### src/include/playback_path_regs.vh
`ifndef PLAYBACK_PATH_REGS_VH
`define PLAYBACK_PATH_REGS_VH

// ********************************************
// register indices (byte address = index * 4)
// ********************************************
`define SRC_LEVEL_IDX        8'h03
`define HIGHPASS_IDX         8'h04
`define PCM_VOLUME_IDX       8'h05

// ********************************************
// reset values
// ********************************************
`define SRC_LEVEL_RESET      8'h10
`define HIGHPASS_RESET       8'h01
`define PCM_VOLUME_RESET     8'h00

// ********************************************
// field positions
// ********************************************
`define PDM_PIN_ROLE_BIT     7
`define PDM_PB_SELECT_BIT    6
`define PB_SOURCE_BIT        5
`define AMP_LEVEL_MSB        4
`define AMP_LEVEL_LSB        0
`define HPF_CORNER_MSB       2
`define HPF_CORNER_LSB       0

// ********************************************
// field encodings
// ********************************************
`define AMP_LEVEL_MAX_CODE   5'h13
`define AMP_LEVEL_BASE_HALF  8'h16
`define HPF_BYPASS           3'h0
`define HPF_RESERVED         3'h7
`define HPF_HZ_2             10'h002
`define HPF_HZ_50            10'h032
`define HPF_HZ_100           10'h064
`define HPF_HZ_200           10'h0C8
`define HPF_HZ_400           10'h190
`define HPF_HZ_800           10'h320
`define PCM_VOL_MAX_ATTEN    8'hC8
`define RAMP_RATE_1          2'h0
`define RAMP_RATE_4          2'h1
`define RAMP_RATE_8          2'h2
`define RAMP_RATE_OFF        2'h3
`define RAMP_SAMPLES_1       4'h1
`define RAMP_SAMPLES_4       4'h4
`define RAMP_SAMPLES_8       4'h8

// ********************************************
// bus encodings
// ********************************************
`define HSIZE_WORD           3'h2
`define HRESP_OKAY           1'b0

`endif

### src/hdl/ahb_word_slave.v
`timescale 1ns/1ps
`include "playback_path_regs.vh"

module ahb_word_slave (
	input  wire        clk_i,
	input  wire        rst_n_i,
	input  wire        clk_en_i,
	input  wire        hsel_i,
	input  wire [31:0] haddr_i,
	input  wire [1:0]  htrans_i,
	input  wire        hwrite_i,
	input  wire [2:0]  hsize_i,
	input  wire [31:0] hwdata_i,
	input  wire        hready_i,
	output wire        hreadyout_o,
	output wire        hresp_o,
	output wire [31:0] hrdata_o,
	output wire [7:0]  rd_idx_o,
	input  wire        rd_hit_i,
	input  wire [7:0]  rd_value_i,
	output wire        wr_en_o,
	output wire [7:0]  wr_idx_o,
	output wire [7:0]  wr_data_o
);

	reg         wr_pend_reg;
	reg  [7:0]  wr_idx_reg;
	reg  [31:0] hrdata_reg;
	wire        take;
	wire        word_ok;
	wire        fwd;

	// stall the master while the block is frozen
	assign hreadyout_o = clk_en_i;
	assign hresp_o     = `HRESP_OKAY;
	assign hrdata_o    = hrdata_reg;
	assign rd_idx_o    = {2'h0, haddr_i[7:2]};
	assign take        = clk_en_i & hsel_i & htrans_i[1] & hready_i;
	assign word_ok     = (hsize_i == `HSIZE_WORD) & (haddr_i[1:0] == 2'h0) & (haddr_i[31:8] == 24'h0);
	// a read right behind a write to the same register sees the new data
	assign fwd         = wr_pend_reg & (wr_idx_reg == rd_idx_o);
	assign wr_en_o     = wr_pend_reg & clk_en_i;
	assign wr_idx_o    = wr_idx_reg;
	assign wr_data_o   = hwdata_i[7:0];

	always @(posedge clk_i or negedge rst_n_i) begin
		if (!rst_n_i) begin
			wr_pend_reg <= 1'b0;
			wr_idx_reg  <= 8'h00;
			hrdata_reg  <= 32'h0000_0000;
		end else if (clk_en_i) begin
			wr_pend_reg <= take & hwrite_i & word_ok & rd_hit_i;
			if (take) begin
				wr_idx_reg <= rd_idx_o;
			end
			if (take & ~hwrite_i) begin
				if (!(word_ok & rd_hit_i)) begin
					hrdata_reg <= 32'h0000_0000;
				end else if (fwd) begin
					hrdata_reg <= {24'h00_0000, hwdata_i[7:0]};
				end else begin
					hrdata_reg <= {24'h00_0000, rd_value_i};
				end
			end
		end
	end

endmodule

### src/hdl/volume_ramp.v
`timescale 1ns/1ps
`include "playback_path_regs.vh"

module volume_ramp #(
	parameter WIDTH = 8
) (
	input  wire             clk_i,
	input  wire             rst_n_i,
	input  wire             clk_en_i,
	input  wire [WIDTH-1:0] target_i,
	input  wire [1:0]       rate_i,
	input  wire             sample_i,
	output wire [WIDTH-1:0] current_o,
	output wire             busy_o
);

	reg  [WIDTH-1:0] current_reg;
	reg  [3:0]       count_reg;
	reg  [3:0]       period;
	wire             step;

	always @* begin
		case (rate_i)
			`RAMP_RATE_1: period = `RAMP_SAMPLES_1;
			`RAMP_RATE_4: period = `RAMP_SAMPLES_4;
			`RAMP_RATE_8: period = `RAMP_SAMPLES_8;
			default:      period = `RAMP_SAMPLES_1;
		endcase
	end

	assign step      = sample_i & (count_reg + 4'h1 >= period);
	assign current_o = current_reg;
	assign busy_o    = (current_reg != target_i);

	// one 0.5 dB code per period of samples; ramp off jumps straight to target
	always @(posedge clk_i or negedge rst_n_i) begin
		if (!rst_n_i) begin
			current_reg <= {WIDTH{1'b0}};
			count_reg   <= 4'h0;
		end else if (clk_en_i) begin
			if (rate_i == `RAMP_RATE_OFF) begin
				current_reg <= target_i;
				count_reg   <= 4'h0;
			end else if (!busy_o) begin
				count_reg <= 4'h0;
			end else if (sample_i) begin
				if (step) begin
					count_reg <= 4'h0;
					if (current_reg < target_i) begin
						current_reg <= current_reg + {{(WIDTH-1){1'b0}}, 1'b1};
					end else begin
						current_reg <= current_reg - {{(WIDTH-1){1'b0}}, 1'b1};
					end
				end else begin
					count_reg <= count_reg + 4'h1;
				end
			end
		end
	end

endmodule

### src/hdl/playback_path_config_regs.v
// The AHB-Lite register port is this design's own decision.
`timescale 1ns/1ps
`include "playback_path_regs.vh"

module playback_path_config_regs (
	input  wire        clk_i,
	input  wire        rst_n_i,
	input  wire        clk_en_i,
	// ********************************************
	// AHB-Lite slave
	// ********************************************
	input  wire        hsel_i,
	input  wire [31:0] haddr_i,
	input  wire [1:0]  htrans_i,
	input  wire        hwrite_i,
	input  wire [2:0]  hsize_i,
	input  wire [31:0] hwdata_i,
	input  wire        hready_i,
	output wire        hreadyout_o,
	output wire        hresp_o,
	output wire [31:0] hrdata_o,
	// ********************************************
	// playback path side
	// ********************************************
	input  wire [1:0]  volume_ramp_rate_i,
	input  wire        sample_strobe_i,
	output wire        pdm_pin_role_o,
	output wire        pdm_playback_select_o,
	output wire        playback_source_select_o,
	output wire        pdm_input_one_to_playback_o,
	output wire        pdm_input_one_to_sensor_o,
	output wire        pdm_playback_enable_o,
	output wire        pcm_playback_enable_o,
	output wire [4:0]  amp_level_code_o,
	output wire [7:0]  amp_level_half_dbv_o,
	output wire        amp_level_code_reserved_o,
	output wire [2:0]  highpass_corner_select_o,
	output wire        highpass_enable_o,
	output wire [9:0]  highpass_corner_hz_o,
	output wire [7:0]  pcm_volume_code_o,
	output wire [7:0]  pcm_atten_half_db_o,
	output wire        pcm_mute_o,
	output wire        pcm_volume_ramping_o
);

	// ********************************************
	// storage
	// ********************************************
	reg  [7:0] src_level_reg;
	reg  [7:0] highpass_reg;
	reg  [7:0] pcm_volume_reg;

	reg        pdm_one_play_reg;
	reg        pdm_one_sensor_reg;
	reg        pdm_play_en_reg;
	reg        pcm_play_en_reg;
	reg  [7:0] amp_half_dbv_reg;
	reg        amp_reserved_reg;
	reg        hpf_en_reg;
	reg  [9:0] hpf_hz_reg;
	reg  [7:0] atten_reg;
	reg        mute_reg;

	reg  [7:0] amp_half_dbv_next;
	reg        hpf_en_next;
	reg  [9:0] hpf_hz_next;
	reg  [7:0] rd_value;
	reg        rd_hit;

	wire [7:0] rd_idx;
	wire       wr_en;
	wire [7:0] wr_idx;
	wire [7:0] wr_data;
	wire [7:0] ramp_current;
	wire       ramp_busy;

	wire       pdm_role_play;
	wire       pdm_sel;
	wire       src_is_pdm;
	wire [4:0] amp_code;
	wire [2:0] hpf_code;
	wire       amp_code_legal;
	wire       pdm_route_ok;
	wire       vol_past_floor;

	// ********************************************
	// bus front end
	// ********************************************
	ahb_word_slave u_bus (
		.clk_i       (clk_i),
		.rst_n_i     (rst_n_i),
		.clk_en_i    (clk_en_i),
		.hsel_i      (hsel_i),
		.haddr_i     (haddr_i),
		.htrans_i    (htrans_i),
		.hwrite_i    (hwrite_i),
		.hsize_i     (hsize_i),
		.hwdata_i    (hwdata_i),
		.hready_i    (hready_i),
		.hreadyout_o (hreadyout_o),
		.hresp_o     (hresp_o),
		.hrdata_o    (hrdata_o),
		.rd_idx_o    (rd_idx),
		.rd_hit_i    (rd_hit),
		.rd_value_i  (rd_value),
		.wr_en_o     (wr_en),
		.wr_idx_o    (wr_idx),
		.wr_data_o   (wr_data)
	);

	// ********************************************
	// read decode
	// ********************************************
	always @* begin
		rd_hit   = 1'b1;
		rd_value = 8'h00;
		case (rd_idx)
			`SRC_LEVEL_IDX:  rd_value = src_level_reg;
			`HIGHPASS_IDX:   rd_value = highpass_reg;
			`PCM_VOLUME_IDX: rd_value = pcm_volume_reg;
			default:         rd_hit   = 1'b0;
		endcase
	end

	// ********************************************
	// register writes
	// ********************************************
	// all eight bits are kept so reserved bits read back what was written
	always @(posedge clk_i or negedge rst_n_i) begin
		if (!rst_n_i) begin
			src_level_reg  <= `SRC_LEVEL_RESET;
			highpass_reg   <= `HIGHPASS_RESET;
			pcm_volume_reg <= `PCM_VOLUME_RESET;
		end else if (clk_en_i && wr_en) begin
			case (wr_idx)
				`SRC_LEVEL_IDX:  src_level_reg  <= wr_data;
				`HIGHPASS_IDX:   highpass_reg   <= wr_data;
				`PCM_VOLUME_IDX: pcm_volume_reg <= wr_data;
				default:         src_level_reg  <= src_level_reg;
			endcase
		end
	end

	// ********************************************
	// field decode
	// ********************************************
	assign pdm_role_play = src_level_reg[`PDM_PIN_ROLE_BIT];
	assign pdm_sel       = src_level_reg[`PDM_PB_SELECT_BIT];
	assign src_is_pdm    = src_level_reg[`PB_SOURCE_BIT];
	assign amp_code      = src_level_reg[`AMP_LEVEL_MSB:`AMP_LEVEL_LSB];
	assign hpf_code      = highpass_reg[`HPF_CORNER_MSB:`HPF_CORNER_LSB];

	assign pdm_pin_role_o           = pdm_role_play;
	assign pdm_playback_select_o    = pdm_sel;
	assign playback_source_select_o = src_is_pdm;
	assign amp_level_code_o         = amp_code;
	assign highpass_corner_select_o = hpf_code;
	assign pcm_volume_code_o        = pcm_volume_reg;

	// ********************************************
	// derived conditions
	// ********************************************
	assign amp_code_legal = (amp_code <= `AMP_LEVEL_MAX_CODE);
	// the reserved selector value never routes PDM audio
	assign pdm_route_ok   = pdm_role_play & ~pdm_sel;
	assign vol_past_floor = (ramp_current > `PCM_VOL_MAX_ATTEN);

	// amp level: a code outside the table keeps the last legal level
	always @* begin
		if (amp_code_legal) begin
			amp_half_dbv_next = `AMP_LEVEL_BASE_HALF + {3'h0, amp_code};
		end else begin
			amp_half_dbv_next = amp_half_dbv_reg;
		end
	end

	// high-pass corner, only meaningful while PCM plays
	always @* begin
		hpf_en_next = ~src_is_pdm;
		case (hpf_code)
			3'h1:    hpf_hz_next = `HPF_HZ_2;
			3'h2:    hpf_hz_next = `HPF_HZ_50;
			3'h3:    hpf_hz_next = `HPF_HZ_100;
			3'h4:    hpf_hz_next = `HPF_HZ_200;
			3'h5:    hpf_hz_next = `HPF_HZ_400;
			3'h6:    hpf_hz_next = `HPF_HZ_800;
			default: begin
				// bypass and the reserved code both leave the filter out
				hpf_hz_next = 10'h000;
				hpf_en_next = 1'b0;
			end
		endcase
	end

	// ********************************************
	// PCM volume ramp
	// ********************************************
	// only the PCM code is ramped here; rate and sample timing come from outside
	volume_ramp #(
		.WIDTH (8)
	) u_ramp (
		.clk_i     (clk_i),
		.rst_n_i   (rst_n_i),
		.clk_en_i  (clk_en_i),
		.target_i  (pcm_volume_reg),
		.rate_i    (volume_ramp_rate_i),
		.sample_i  (sample_strobe_i),
		.current_o (ramp_current),
		.busy_o    (ramp_busy)
	);

	// ********************************************
	// registered PDM routing
	// ********************************************
	always @(posedge clk_i or negedge rst_n_i) begin
		if (!rst_n_i) begin
			pdm_one_play_reg   <= 1'b0;
			pdm_one_sensor_reg <= 1'b1;
			pdm_play_en_reg    <= 1'b0;
			pcm_play_en_reg    <= 1'b1;
		end else if (clk_en_i) begin
			pdm_one_play_reg   <= pdm_role_play;
			pdm_one_sensor_reg <= ~pdm_role_play;
			pdm_play_en_reg    <= src_is_pdm & pdm_route_ok;
			pcm_play_en_reg    <= ~src_is_pdm;
		end
	end

	// ********************************************
	// registered amplifier level
	// ********************************************
	// the flag lets software see a reserved code parked in the field
	always @(posedge clk_i or negedge rst_n_i) begin
		if (!rst_n_i) begin
			amp_half_dbv_reg <= `AMP_LEVEL_BASE_HALF + (`SRC_LEVEL_RESET & 8'h1F);
			amp_reserved_reg <= 1'b0;
		end else if (clk_en_i) begin
			amp_half_dbv_reg <= amp_half_dbv_next;
			amp_reserved_reg <= ~amp_code_legal;
		end
	end

	// ********************************************
	// registered high-pass setting
	// ********************************************
	// a new corner follows the field on the next edge, no reset needed
	always @(posedge clk_i or negedge rst_n_i) begin
		if (!rst_n_i) begin
			hpf_en_reg <= 1'b1;
			hpf_hz_reg <= `HPF_HZ_2;
		end else if (clk_en_i) begin
			hpf_en_reg <= hpf_en_next;
			hpf_hz_reg <= hpf_hz_next;
		end
	end

	// ********************************************
	// registered PCM attenuation
	// ********************************************
	always @(posedge clk_i or negedge rst_n_i) begin
		if (!rst_n_i) begin
			atten_reg <= `PCM_VOLUME_RESET;
			mute_reg  <= 1'b0;
		end else if (clk_en_i) begin
			// codes past the deepest step are held at -100 dB and muted
			if (vol_past_floor) begin
				atten_reg <= `PCM_VOL_MAX_ATTEN;
				mute_reg  <= 1'b1;
			end else begin
				atten_reg <= ramp_current;
				mute_reg  <= 1'b0;
			end
		end
	end

	// ********************************************
	// outputs
	// ********************************************
	assign pdm_input_one_to_playback_o = pdm_one_play_reg;
	assign pdm_input_one_to_sensor_o   = pdm_one_sensor_reg;
	assign pdm_playback_enable_o       = pdm_play_en_reg;
	assign pcm_playback_enable_o       = pcm_play_en_reg;
	assign amp_level_half_dbv_o        = amp_half_dbv_reg;
	assign amp_level_code_reserved_o   = amp_reserved_reg;
	assign highpass_enable_o           = hpf_en_reg;
	assign highpass_corner_hz_o        = hpf_hz_reg;
	assign pcm_atten_half_db_o         = atten_reg;
	assign pcm_mute_o                  = mute_reg;
	assign pcm_volume_ramping_o        = ramp_busy;

endmodule

### config.mk
export PLATFORM = sky130hd
export DESIGN_NAME = playback_path_config_regs
export DESIGN_NICKNAME = d
export VERILOG_FILES = /design/src/hdl/ahb_word_slave.v /design/src/hdl/volume_ramp.v /design/src/hdl/playback_path_config_regs.v
export VERILOG_INCLUDE_DIRS = /design/src /design/src/include
export SDC_FILE = /design/constraint.sdc
export NUM_CORES = 1
export LEC_CHECK = 0
export BUFFER_PORTS_ARGS = -buffer_cell sky130_fd_sc_hd__buf_2
export CAP_MARGIN = 20
export CORE_ASPECT_RATIO = 1.5
export CORE_MARGIN = 5
export CORE_UTILIZATION = 55
export CTS_BUF_LIST = sky130_fd_sc_hd__clkbuf_2
export DETAILED_ROUTE_END_ITERATION = 10
export GPL_TIMING_DRIVEN = 0
export HOLD_SLACK_MARGIN = 0.02
export PLACE_DENSITY_LB_ADDON = 0.08
export SKIP_CTS_REPAIR_TIMING = 1
export SLEW_MARGIN = 20
export SYNTH_ARGS = -nofsm -noshare
export SYNTH_HDL_FRONTEND = slang
export SYNTH_HIERARCHICAL = 1
export SYNTH_SLANG_ARGS = --single-unit
### constraint.sdc
create_clock -name clk_i -period 4.5 [get_ports clk_i]
set_input_delay 0.9 -clock clk_i [delete_from_list [all_inputs] [get_ports clk_i]]
set_output_delay 0.9 -clock clk_i [all_outputs]
set_load 0.02 [all_outputs]
; Word-level counts from Yosys, hierarchy flattened
; Cells that the tools add are included.
[classes]
reduce_logical = 16
muxes = 18
n_lt_le_gt_ge = 4
eq_ne = 19
bitwise = 20
add_sub_neg = 4
[op_table]
columns = cell, count
row1 = one-hot mux 10 bit (6 select lines), 1
row2 = two-way mux 8 bit, 7
row3 = two-way mux 32 bit, 1
row4 = == test 6 x 3 -> 1 bit (second input constant), 4
row5 = logical NOT 24 bit, 1
row6 = one-hot mux 8 bit (3 select lines), 1
row7 = two-way mux 4 bit, 4
row8 = AND 1 bit, 15
row9 = AND reduction 2 bit, 7
row10 = == test 6 x 2 -> 1 bit (second input constant), 2
row11 = == test 3 x 2 -> 1 bit (second input constant), 3
row12 = == test 3 bit (second input constant), 3
row13 = adder 8 x 1 -> 8 bit (second input constant), 1
row14 = greater-than comparator 8 bit (second input constant), 1
row15 = less-than comparator 8 bit, 1
row16 = inequality test 8 bit, 1
row17 = one-hot mux 4 bit (2 select lines), 1
row18 = subtractor 8 x 1 -> 8 bit (second input constant), 1
row19 = adder 5 x 5 -> 6 bit (first input constant), 1
row20 = == test 6 bit, 1
row21 = nonzero test 2 bit, 3
row22 = OR reduction 6 bit, 1
row23 = less-or-equal comparator 5 bit (second input constant), 1
row24 = NOT 1 bit, 5
row25 = 11 further kinds, 14
[word_totals]
in_bits = 78
ff_bits = 108

; Longest topological paths before layout
; Gate-level depths: netlist of the first run.
[depth]
word_depth = 8
depth_mapped = 14

; Cells and area by module
; Netlist of the first run, hierarchy kept.
[modules_own_cells]
columns = mod, n_inst, seq_area_each_um2, cells_each, area_each_um2
row1 = playback_path_config_regs, 1, 1362.6, 219, 2622.5
row2 = volume_ramp, 1, 300.3, 140, 1233.7
row3 = ahb_word_slave, 1, 375.4, 138, 1232.4

; Worst setup path after synthesis of the first run
; OpenSTA, ideal clock, no wires.
[synth_path]
path_type = register to register
from = register pcm_volume_reg[1], in the netlist pcm_volume_code_o[1]
to = register u_ramp.current_reg[7], in the netlist u_ramp/current_o[7]
period_less_slack_ns = 2.976
arrival_time_ns = 2.857
stages_incl_launch_ff = 15
n_path_buf = 0
path_slack_ns = 1.524
path_cell_list = dfrtp_1 inv_1 ha_1 nand2b_1 a21oi_1 nor3_1 o31ai_4 ha_1 a21oi_1 nor2_1 a311oi_2 a21oi_1 xor2_1 mux2i_1 o21a_1
[synth_via]
elab_chain_len = 6
[synth_rtl]
columns = element, line_no
row1 = start: declaration, playback_path_config_regs.v:51  ; reg [7:0] pcm_volume_reg;
row2 = start signal: assignment, playback_path_config_regs.v:133  ; pcm_volume_reg <= `PCM_VOLUME_RESET;
row3 = start signal: assignment, playback_path_config_regs.v:138  ; `PCM_VOLUME_IDX: pcm_volume_reg <= wr_data;
row4 = less-than comparator 8 bit, volume_ramp.v:49  ; if (current_reg < target_i) begin
row5 = two-way mux 8 bit, volume_ramp.v:49
row6 = two-way mux 8 bit, volume_ramp.v:47  ; if (step) begin
row7 = two-way mux 8 bit, volume_ramp.v:46  ; end else if (sample_i) begin
row8 = two-way mux 8 bit, volume_ramp.v:44  ; end else if (!busy_o) begin
row9 = two-way mux 8 bit, volume_ramp.v:41  ; if (rate_i == `RAMP_RATE_OFF) begin
row10 = end signal: assignment, volume_ramp.v:42  ; current_reg <= target_i;
row11 = end signal: assignment, volume_ramp.v:50  ; current_reg <= current_reg + {{(WIDTH-1){1'b0}}, 1'b1};
row12 = end signal: assignment, volume_ramp.v:52  ; current_reg <= current_reg - {{(WIDTH-1){1'b0}}, 1'b1};
row13 = end: declaration, volume_ramp.v:17  ; reg [WIDTH-1:0] current_reg;
; Several ways; a longest one is shown, not always the timed one. The select of a mux whose other input is x is not followed.
; A chain may end at the register's enable or synchronous reset.

; Worst setup path in the final report of the first run
[layout_path]
from = register u_ramp.current_reg[0], in the netlist u_ramp/current_o[0]
to = register u_ramp.current_reg[7], in the netlist u_ramp/current_o[7]
[layout_via]
elab_chain_len = 6
[layout_rtl]
columns = element, line_no
row1 = start signal: assignment, volume_ramp.v:38  ; current_reg <= {WIDTH{1'b0}};
row2 = start signal: assignment, volume_ramp.v:42
row3 = start signal: assignment, volume_ramp.v:50
row4 = subtractor 8 x 1 -> 8 bit (tied with other cells), volume_ramp.v:52
row5 = two-way mux 8 bit, volume_ramp.v:49
row6 = two-way mux 8 bit, volume_ramp.v:47
row7 = two-way mux 8 bit, volume_ramp.v:46
row8 = two-way mux 8 bit, volume_ramp.v:44
row9 = two-way mux 8 bit, volume_ramp.v:41
; Several ways; a longest one is shown, not always the timed one. The select of a mux whose other input is x is not followed.

==> flow_summary.json, run 1 <==
{
  "ys_seq_area_share_pct": 40.1,
  "wl_met2_um": 6650,
  "num_antenna_cells": 0,
  "wl_met3_um": 682,
  "period_needed_ps": 3320,
  "grt.total_usage_pct": 22.5,
  "fin_nets": 753,
  "crit_top_cell": "a21oi_1",
  "final-setup-viol-count": 0,
  "fin_tns_setup_ps": 0,
  "hold_ws_ps": 294,
  "ios": 165,
  "hold_viol": 0,
  "criticalPathCategory": "flop to flop",
  "pwr-share-seq_pct": 37.4,
  "clk_pin_slew_ps": 240,
  "synthSimpleGateAreaFrac_pct": 12.7,
  "critical-path-max-stage-delay_ps": 520,
  "power.switching_mw": 0.966,
  "final_layout_size_suffix_gt1_share_pct": 39.1,
  "grt.overflow.total": 0,
  "cts_tree": "built",
  "area_delta_synth_final_pct": 19.0,
  "place_congestion": 0.891,
  "crit_path_top_delay_cell": "dfrtp_1",
  "largest_reg_flops": 9,
  "path_max_fanout": 9,
  "grt_pass1_wl_um": 20000,
  "p_per_area_nw_per_um2": 404,
  "synthXorXnorAreaFrac_pct": 2.73,
  "antenna_found_initial": 0,
  "clock_latency_ps": 540,
  "period_share_pct": 73.7,
  "via_per_inst": 5.41,
  "hpwlAfterDp_um": 9640,
  "port_buffers": 111,
  "first_pass_iters": 4,
  "required_ps": 5000,
  "tightest_slew_ps": 532,
  "rsz0062_at_grt": "no",
  "setup_ws_ps": 1180,
  "synth_top_family_by_area": "compound AO/OA/AOI/OAI gates",
  "htreeDepth": 3,
  "p_leak_nw": 3.16,
  "syn-cell-area_um2": 5090,
  "routed.top_layer": "met4",
  "clock-root-buffer": "clkbuf_2",
  "wire_per_inst_um": 15.8,
  "worst_hold_path_type": "input pin to async pin",
  "worstSetupStartpointType": "flop",
  "vias": 4148,
  "layout_commonest_cell": "buf_2",
  "ys_ff_latch": 81,
  "synth_cell_types": 64,
  "synthMuxAreaShare_pct": 11.0,
  "synth_compound_area_share_pct": 15.1,
  "slew_headroom_pct": 64.5,
  "vdd_ir_drop_max_mv": 0.224,
  "avgSynthCellArea_um2": 10.2,
  "multiInputGateArea_um2": 2550,
  "totalPowerFinal_mw": 2.44,
  "switching_share_pct": 39.5,
  "async_reset_ff_share_pct": 100,
  "pwr-share-clk_pct": 18.1,
  "path_cells": "inv_1 > ha_1 > nand2b_1 > a21oi_1 > nor3_1 > o31ai_4 > ha_1 > a21oi_1 > nor2_1 > a311oi_2 > a21oi_1 > xor2_1 > mux2i_1 > o21a_1",
  "wl_um": 12200,
  "drv_slew": 0,
  "grt_max_degree": 43,
  "fillCellCount": 816,
  "utilization_pct": 66.2,
  "p_int_mw": 1.48,
  "yosysWarnings": 6,
  "power.share.combinational_pct": 44.5,
  "rows": 43,
  "die-area_um2": 11300,
  "first_global_vias": 4269,
  "start_util_pct": 55.6,
  "crit_arrival_ps": 3810,
  "ant_nets": 0,
  "register_area_um2": 2040,
  "numClockSinks": 81,
  "final_cell_mix": "buf_2 (113), dfrtp_1 (72), buf_4 (51)",
  "drt_iter0_markers": 221,
  "synth-main-ff-cell": "dfrtp_1",
  "synth_cells": 497,
  "synthAdderAreaFrac_pct": 6.29,
  "place_worst_setup_slack_ps": 1260,
  "coreArea_um2": 9150,
  "numCtsBuffers": 9,
  "fp.dieH_um": 128,
  "final.setup_skew_ps": 26.1,
  "drt-met1-wl_um": 4610,
  "synth_edf_count": 0,
  "status": "complete, no violations",
  "setup.worst_path.end_class": "flop",
  "die_x_um": 88.5,
  "drcViolationCount": 0,
  "maxCapViolCount": 0,
  "fmax_mhz": 302,
  "cts_buffer_depth": 2
}
-- logic make-up after synthesis --
| kind of cell | after synthesis |
|---|---|
| and+or+nand+nor | 117 |
| AOI/OAI and AO/OA | 106 |
| DFF | 81 |
| xor gates and xnor gates | 15 |
| buffers and inverters | 101 |
| other | 2 |
| adders and majority gates | 25 |
| muxes | 50 |
-- through the flow --
step	cells	instance area, µm²
detailed placement	751	5920
CTS	767	6050
global placement	750	5900
floorplan	527	5200
global route	767	6050
finish	767	6050
-- power groups by stage --
| stage | registers, mW | logic, mW | clock network (mW) |
|---|---|---|---|
| CTS | 0.917 | 1.09 | 0.456 |
| floorplan | 0.947 | 0.796 | 0 |
| global placement | 0.927 | 1.03 | 0 |
| global route | 0.931 | 1.22 | 0.485 |
| finish | 0.915 | 1.09 | 0.442 |
| detailed placement | 0.931 | 1.08 | 0 |
-- routing by layer --
metal	up-vias	track usage, %
li1	1983	-
met1	2027	25.5
met2	125	40.5
met3	13	4.05
met4	0	9.61
met5	-	0
-- path summary, 6_finish.rpt --
| path | start | end | slack (ps) | cells after the start |
|---|---|---|---|---|
| worst max-delay path | u_ramp/current_o[0] | u_ramp/current_o[7] | 1180 | 14 |
| worst min-delay path | rst_n_i | pcm_atten_half_db_o[1] | 290 | 1 |
| worst max register to register | u_ramp/current_o[0] | u_ramp/current_o[7] | 1180 | 14 |
| worst min register to register | amp_level_half_dbv_o[5] | amp_level_half_dbv_o[5] | 500 | 2 |
| max in group asynchronous | rst_n_i | src_level_reg[4] | 3520 | 2 |
| min in group clk_i | amp_level_half_dbv_o[5] | amp_level_half_dbv_o[5] | 500 | 2 |
-- worst max-delay path: cells and delay by family, from the launching register on --
| kind | cells | cell delay [ps] |
|---|---|---|
| DFF | 1 | 520 |
| and+or+nand+nor | 3 | 280 |
| muxes | 1 | 210 |
| xor gates and xnor gates | 1 | 210 |
| adders and majority gates | 2 | 560 |
| buffers and inverters | 1 | 120 |
| AOI/OAI and AO/OA | 6 | 1380 |
-- synth_stat cells (6+ instances only) --
library cell,number,share of area (%)
inv_1,31,2.3
nor2b_1,6,0.74
dfrtp_1,72,35
clkbuf_1,10,0.74
xor2_1,6,1.0
xnor2_1,8,1.4
buf_4,50,7.4
a22oi_1,16,2.4
a21oi_1,17,1.7
o21ai_0,8,0.79
ha_1,24,5.9
nor2_1,33,2.4
mux2_2,46,10
nand3_1,6,0.59
o2bb2ai_1,7,1.2
dfstp_2,9,4.6
nand2_1,28,2.1
o21ai_1,20,2.0
-- cell type report --
cell class / instances / area share, %
plain buffers: 68 / 8.00
flip-flops and latches: 81 / 33.7
clock inverters: 6 / 1.38
clock buffers: 10 / 0.827
inverters: 33 / 2.05
repair buffers: 112 / 9.55
well taps: 112 / 2.31
multi-input cells: 345 / 42.2
(Power assumes the default switching activity.)
==> run 2: changes to the inputs <==
- ABC_AREA: default -> 1
- CORE_UTILIZATION: 55 -> 54
- clock period: 4.5 -> 3.25 ns (I/O delays scaled with it)
==> run 2 against run 1 <==
Via count up 24%. Critical endpoint is now u_ramp/current_o[6]. Power up 38%. Sequential power up 40%. First-iteration DRC count up 2.7%. Routed wire length up 13%. Critical path type unchanged.
==> flow_summary.json, run 2 <==
{
  "r2r_setup_slack_ps": 330,
  "r2r-end": "u_ramp/current_o[6]",
  "wl_um": 13700,
  "fp.dieH_um": 134,
  "power.share.combinational_pct": 47.6,
  "p_int_mw": 1.87,
  "yosysWarnings": 6,
  "wire_per_inst_um": 13.4,
  "rows": 45,
  "synth_cells": 744,
  "clock_latency_ps": 560,
  "port_buffers": 111,
  "ios": 165,
  "setup.worst_path.end_class": "flop",
  "die_x_um": 92.4,
  "period_needed_ps": 2920,
  "synth_cell_types": 41,
  "place_congestion": 0.977,
  "avgSynthCellArea_um2": 7.39,
  "layout_commonest_cell": "nand2_1",
  "synth_top_area_cell": "dfrtp_1",
  "fmax_mhz": 343,
  "fin_nets": 1001,
  "vdd_ir_drop_max_mv": 0.237,
  "first_pass_iters": 5,
  "p_leak_nw": 3.79,
  "synthTopCellsByCount": "nand2_1 (231), nand3_1 (96), inv_1 (85)",
  "num_antenna_cells": 0,
  "rsz0062_at_grt": "no",
  "clock-root-buffer": "clkbuf_2",
  "numCtsBuffers": 9,
  "vias": 5145,
  "drt_iter0_markers": 227,
  "min-delay-start": "haddr_i[2]",
  "hpwlAfterDp_um": 11100,
  "clk_pin_slew_ps": 240,
  "crit_path_top_delay_cell": "dfrtp_1",
  "hold_viol": 0,
  "ant_nets": 0,
  "grt_max_degree": 52,
  "async_reset_ff_share_pct": 100,
  "switching_share_pct": 44.6,
  "final_cell_mix": "nand2_1 (231), buf_2 (116), nand3_1 (96)",
  "maxCapViolCount": 0,
  "slew_headroom_pct": 65.1,
  "synth-main-ff-cell": "dfrtp_1",
  "pwr-share-clk_pct": 14.3,
  "first_global_vias": 4936,
  "crit_arrival_ps": 3370,
  "r2r_start": "pcm_volume_code_o[7]",
  "ys_ff_latch": 81,
  "cts_buffer_depth": 2,
  "grt.overflow.total": 0,
  "numClockSinks": 81,
  "tightest_slew_ps": 521,
  "grt.total_usage_pct": 22.3,
  "drcViolationCount": 0,
  "worstHoldEndpoint": "u_bus/wr_idx_o[0]",
  "final-setup-viol-count": 0,
  "antenna_found_initial": 0,
  "period_share_pct": 89.7,
  "status": "complete, no violations",
  "pwr-share-seq_pct": 38.1,
  "criticalPathCategory": "flop to flop",
  "crit_buf_inv": 1,
  "grt_pass1_wl_um": 22300,
  "syn-cell-area_um2": 5500,
  "final.setup_skew_ps": 26.2,
  "ys_seq_area_share_pct": 37.1,
  "required_ps": 3710,
  "final_layout_size_suffix_gt1_share_pct": 26.1,
  "via_per_inst": 5.04,
  "drv_slew": 0,
  "hold_depth": 3,
  "cts_tree": "built",
  "largest_reg_flops": 9,
  "synth_edf_count": 0,
  "path_max_fanout": 10,
  "fin_tns_setup_ps": 0,
  "cp_top_family": "adder cells",
  "coreArea_um2": 10000,
  "yosysTopAreaCellShare_pct": 32.8,
  "worstSetupStartpointType": "flop",
  "htreeDepth": 3,
  "p_per_area_nw_per_um2": 523,
  "area_delta_synth_final_pct": 17.3,
  "rr_worst_depth": 11,
  "critical-path-max-stage-delay_ps": 490,
  "yosys-top-cells-area": "dfrtp_1 (33%), nand2_1 (16%), nand3_1 (8.7%)",
  "die-area_um2": 12300,
  "power.switching_mw": 1.50,
  "worst_hold_path_type": "input pin to flop",
  "totalPowerFinal_mw": 3.37,
  "start_util_pct": 54.8,
  "synthMostInstantiatedCell": "nand2_1",
  "path_cells": "inv_1 > ha_1 > a21o_1 > nor2_1 > nand2_1 > ha_1 > a21oi_1 > o211ai_1 > xor2_1 > o21ai_1 > nand2_1"
}
==> run 2: power groups by stage <==
stage,Sequential (mW),Clock (mW),Combinational (mW)
final,1.28,0.482,1.61
after global placement,1.29,0,1.53
after detailed placement,1.30,0,1.60
after floorplan,1.33,0,1.17
after CTS,1.28,0.500,1.61
after global routing,1.31,0.545,1.83
==> run 2: cells by family (layout without fill, tap and decap cells) <==
family,count (synthesis),after routing,synth area share [%]
flops,81,81,37.1
buf+inv,154,283,14.5
mux,1,1,0.182
compound gates,53,53,5.55
simple gates,421,421,35.6
fa+ha+maj,25,25,5.83
other cells,2,32,0.137
xor+xnor,7,7,1.12
==> run 2: worst max path at each step <==
stage,depth (start not counted),slack (ps),to,startpoint
finish,11,330,u_ramp/current_o[6],pcm_volume_code_o[7]
global route,12,90,u_ramp/current_o[4],pcm_volume_code_o[5]
CTS,11,360,u_ramp/current_o[4],pcm_volume_code_o[7]
detailed placement,11,410,u_ramp/current_o[6],pcm_volume_code_o[7]
global placement,13,480,u_ramp/current_o[5],pcm_volume_code_o[7]
floorplan,13,680,u_ramp/current_o[5],pcm_volume_code_o[7]
==> run 2: worst register-to-register path, delay by kind of cell, from the launching register on <==
kind,cells,cell delay [ps]
xor gates and xnor gates,1,160
DFF,1,490
adders and majority gates,2,770
AOI/OAI and AO/OA,4,740
buffers and inverters,1,90
and+or+nand+nor,3,570
==> run 2: stage by stage <==
step	hold slack, ps	instance area [µm²]	setup slack [ps]	cells	util (%)
6_report	322	6450	334	1020	64.3
5_1_grt	287	6450	88.3	1020	64.3
4_1_cts	-23.0	6440	359	1019	64.2
3_5_place_dp	460	6340	411	1003	63.3
3_3_place_gp	452	6310	480	1002	63.0
2_1_floorplan	354	5610	676	774	-
==> run 2: layer usage <==
layer	share of wire (%)	vias to the layer above	global-route usage, %	routed length [µm]
met5	0	-	0	0
met4	3.2	0	10.2	434
met3	6.2	31	5.37	851
met2	54	156	41.6	7380
met1	37	2367	23.2	5010
li1	-	2591	-	-
==> run 2: final cells by class <==
| type | count | area, µm² |
|---|---|---|
| Multi-Input combinational cell | 539 | 2780 |
| Timing Repair Buffer | 113 | 596 |
| Clock inverter | 7 | 52.6 |
| Inverter | 93 | 352 |
| Fill cell | 969 | 3570 |
| Buffer | 61 | 443 |
| Tap cell | 117 | 146 |
| Sequential cell | 81 | 2040 |
| Clock buffer | 9 | 45.0 |
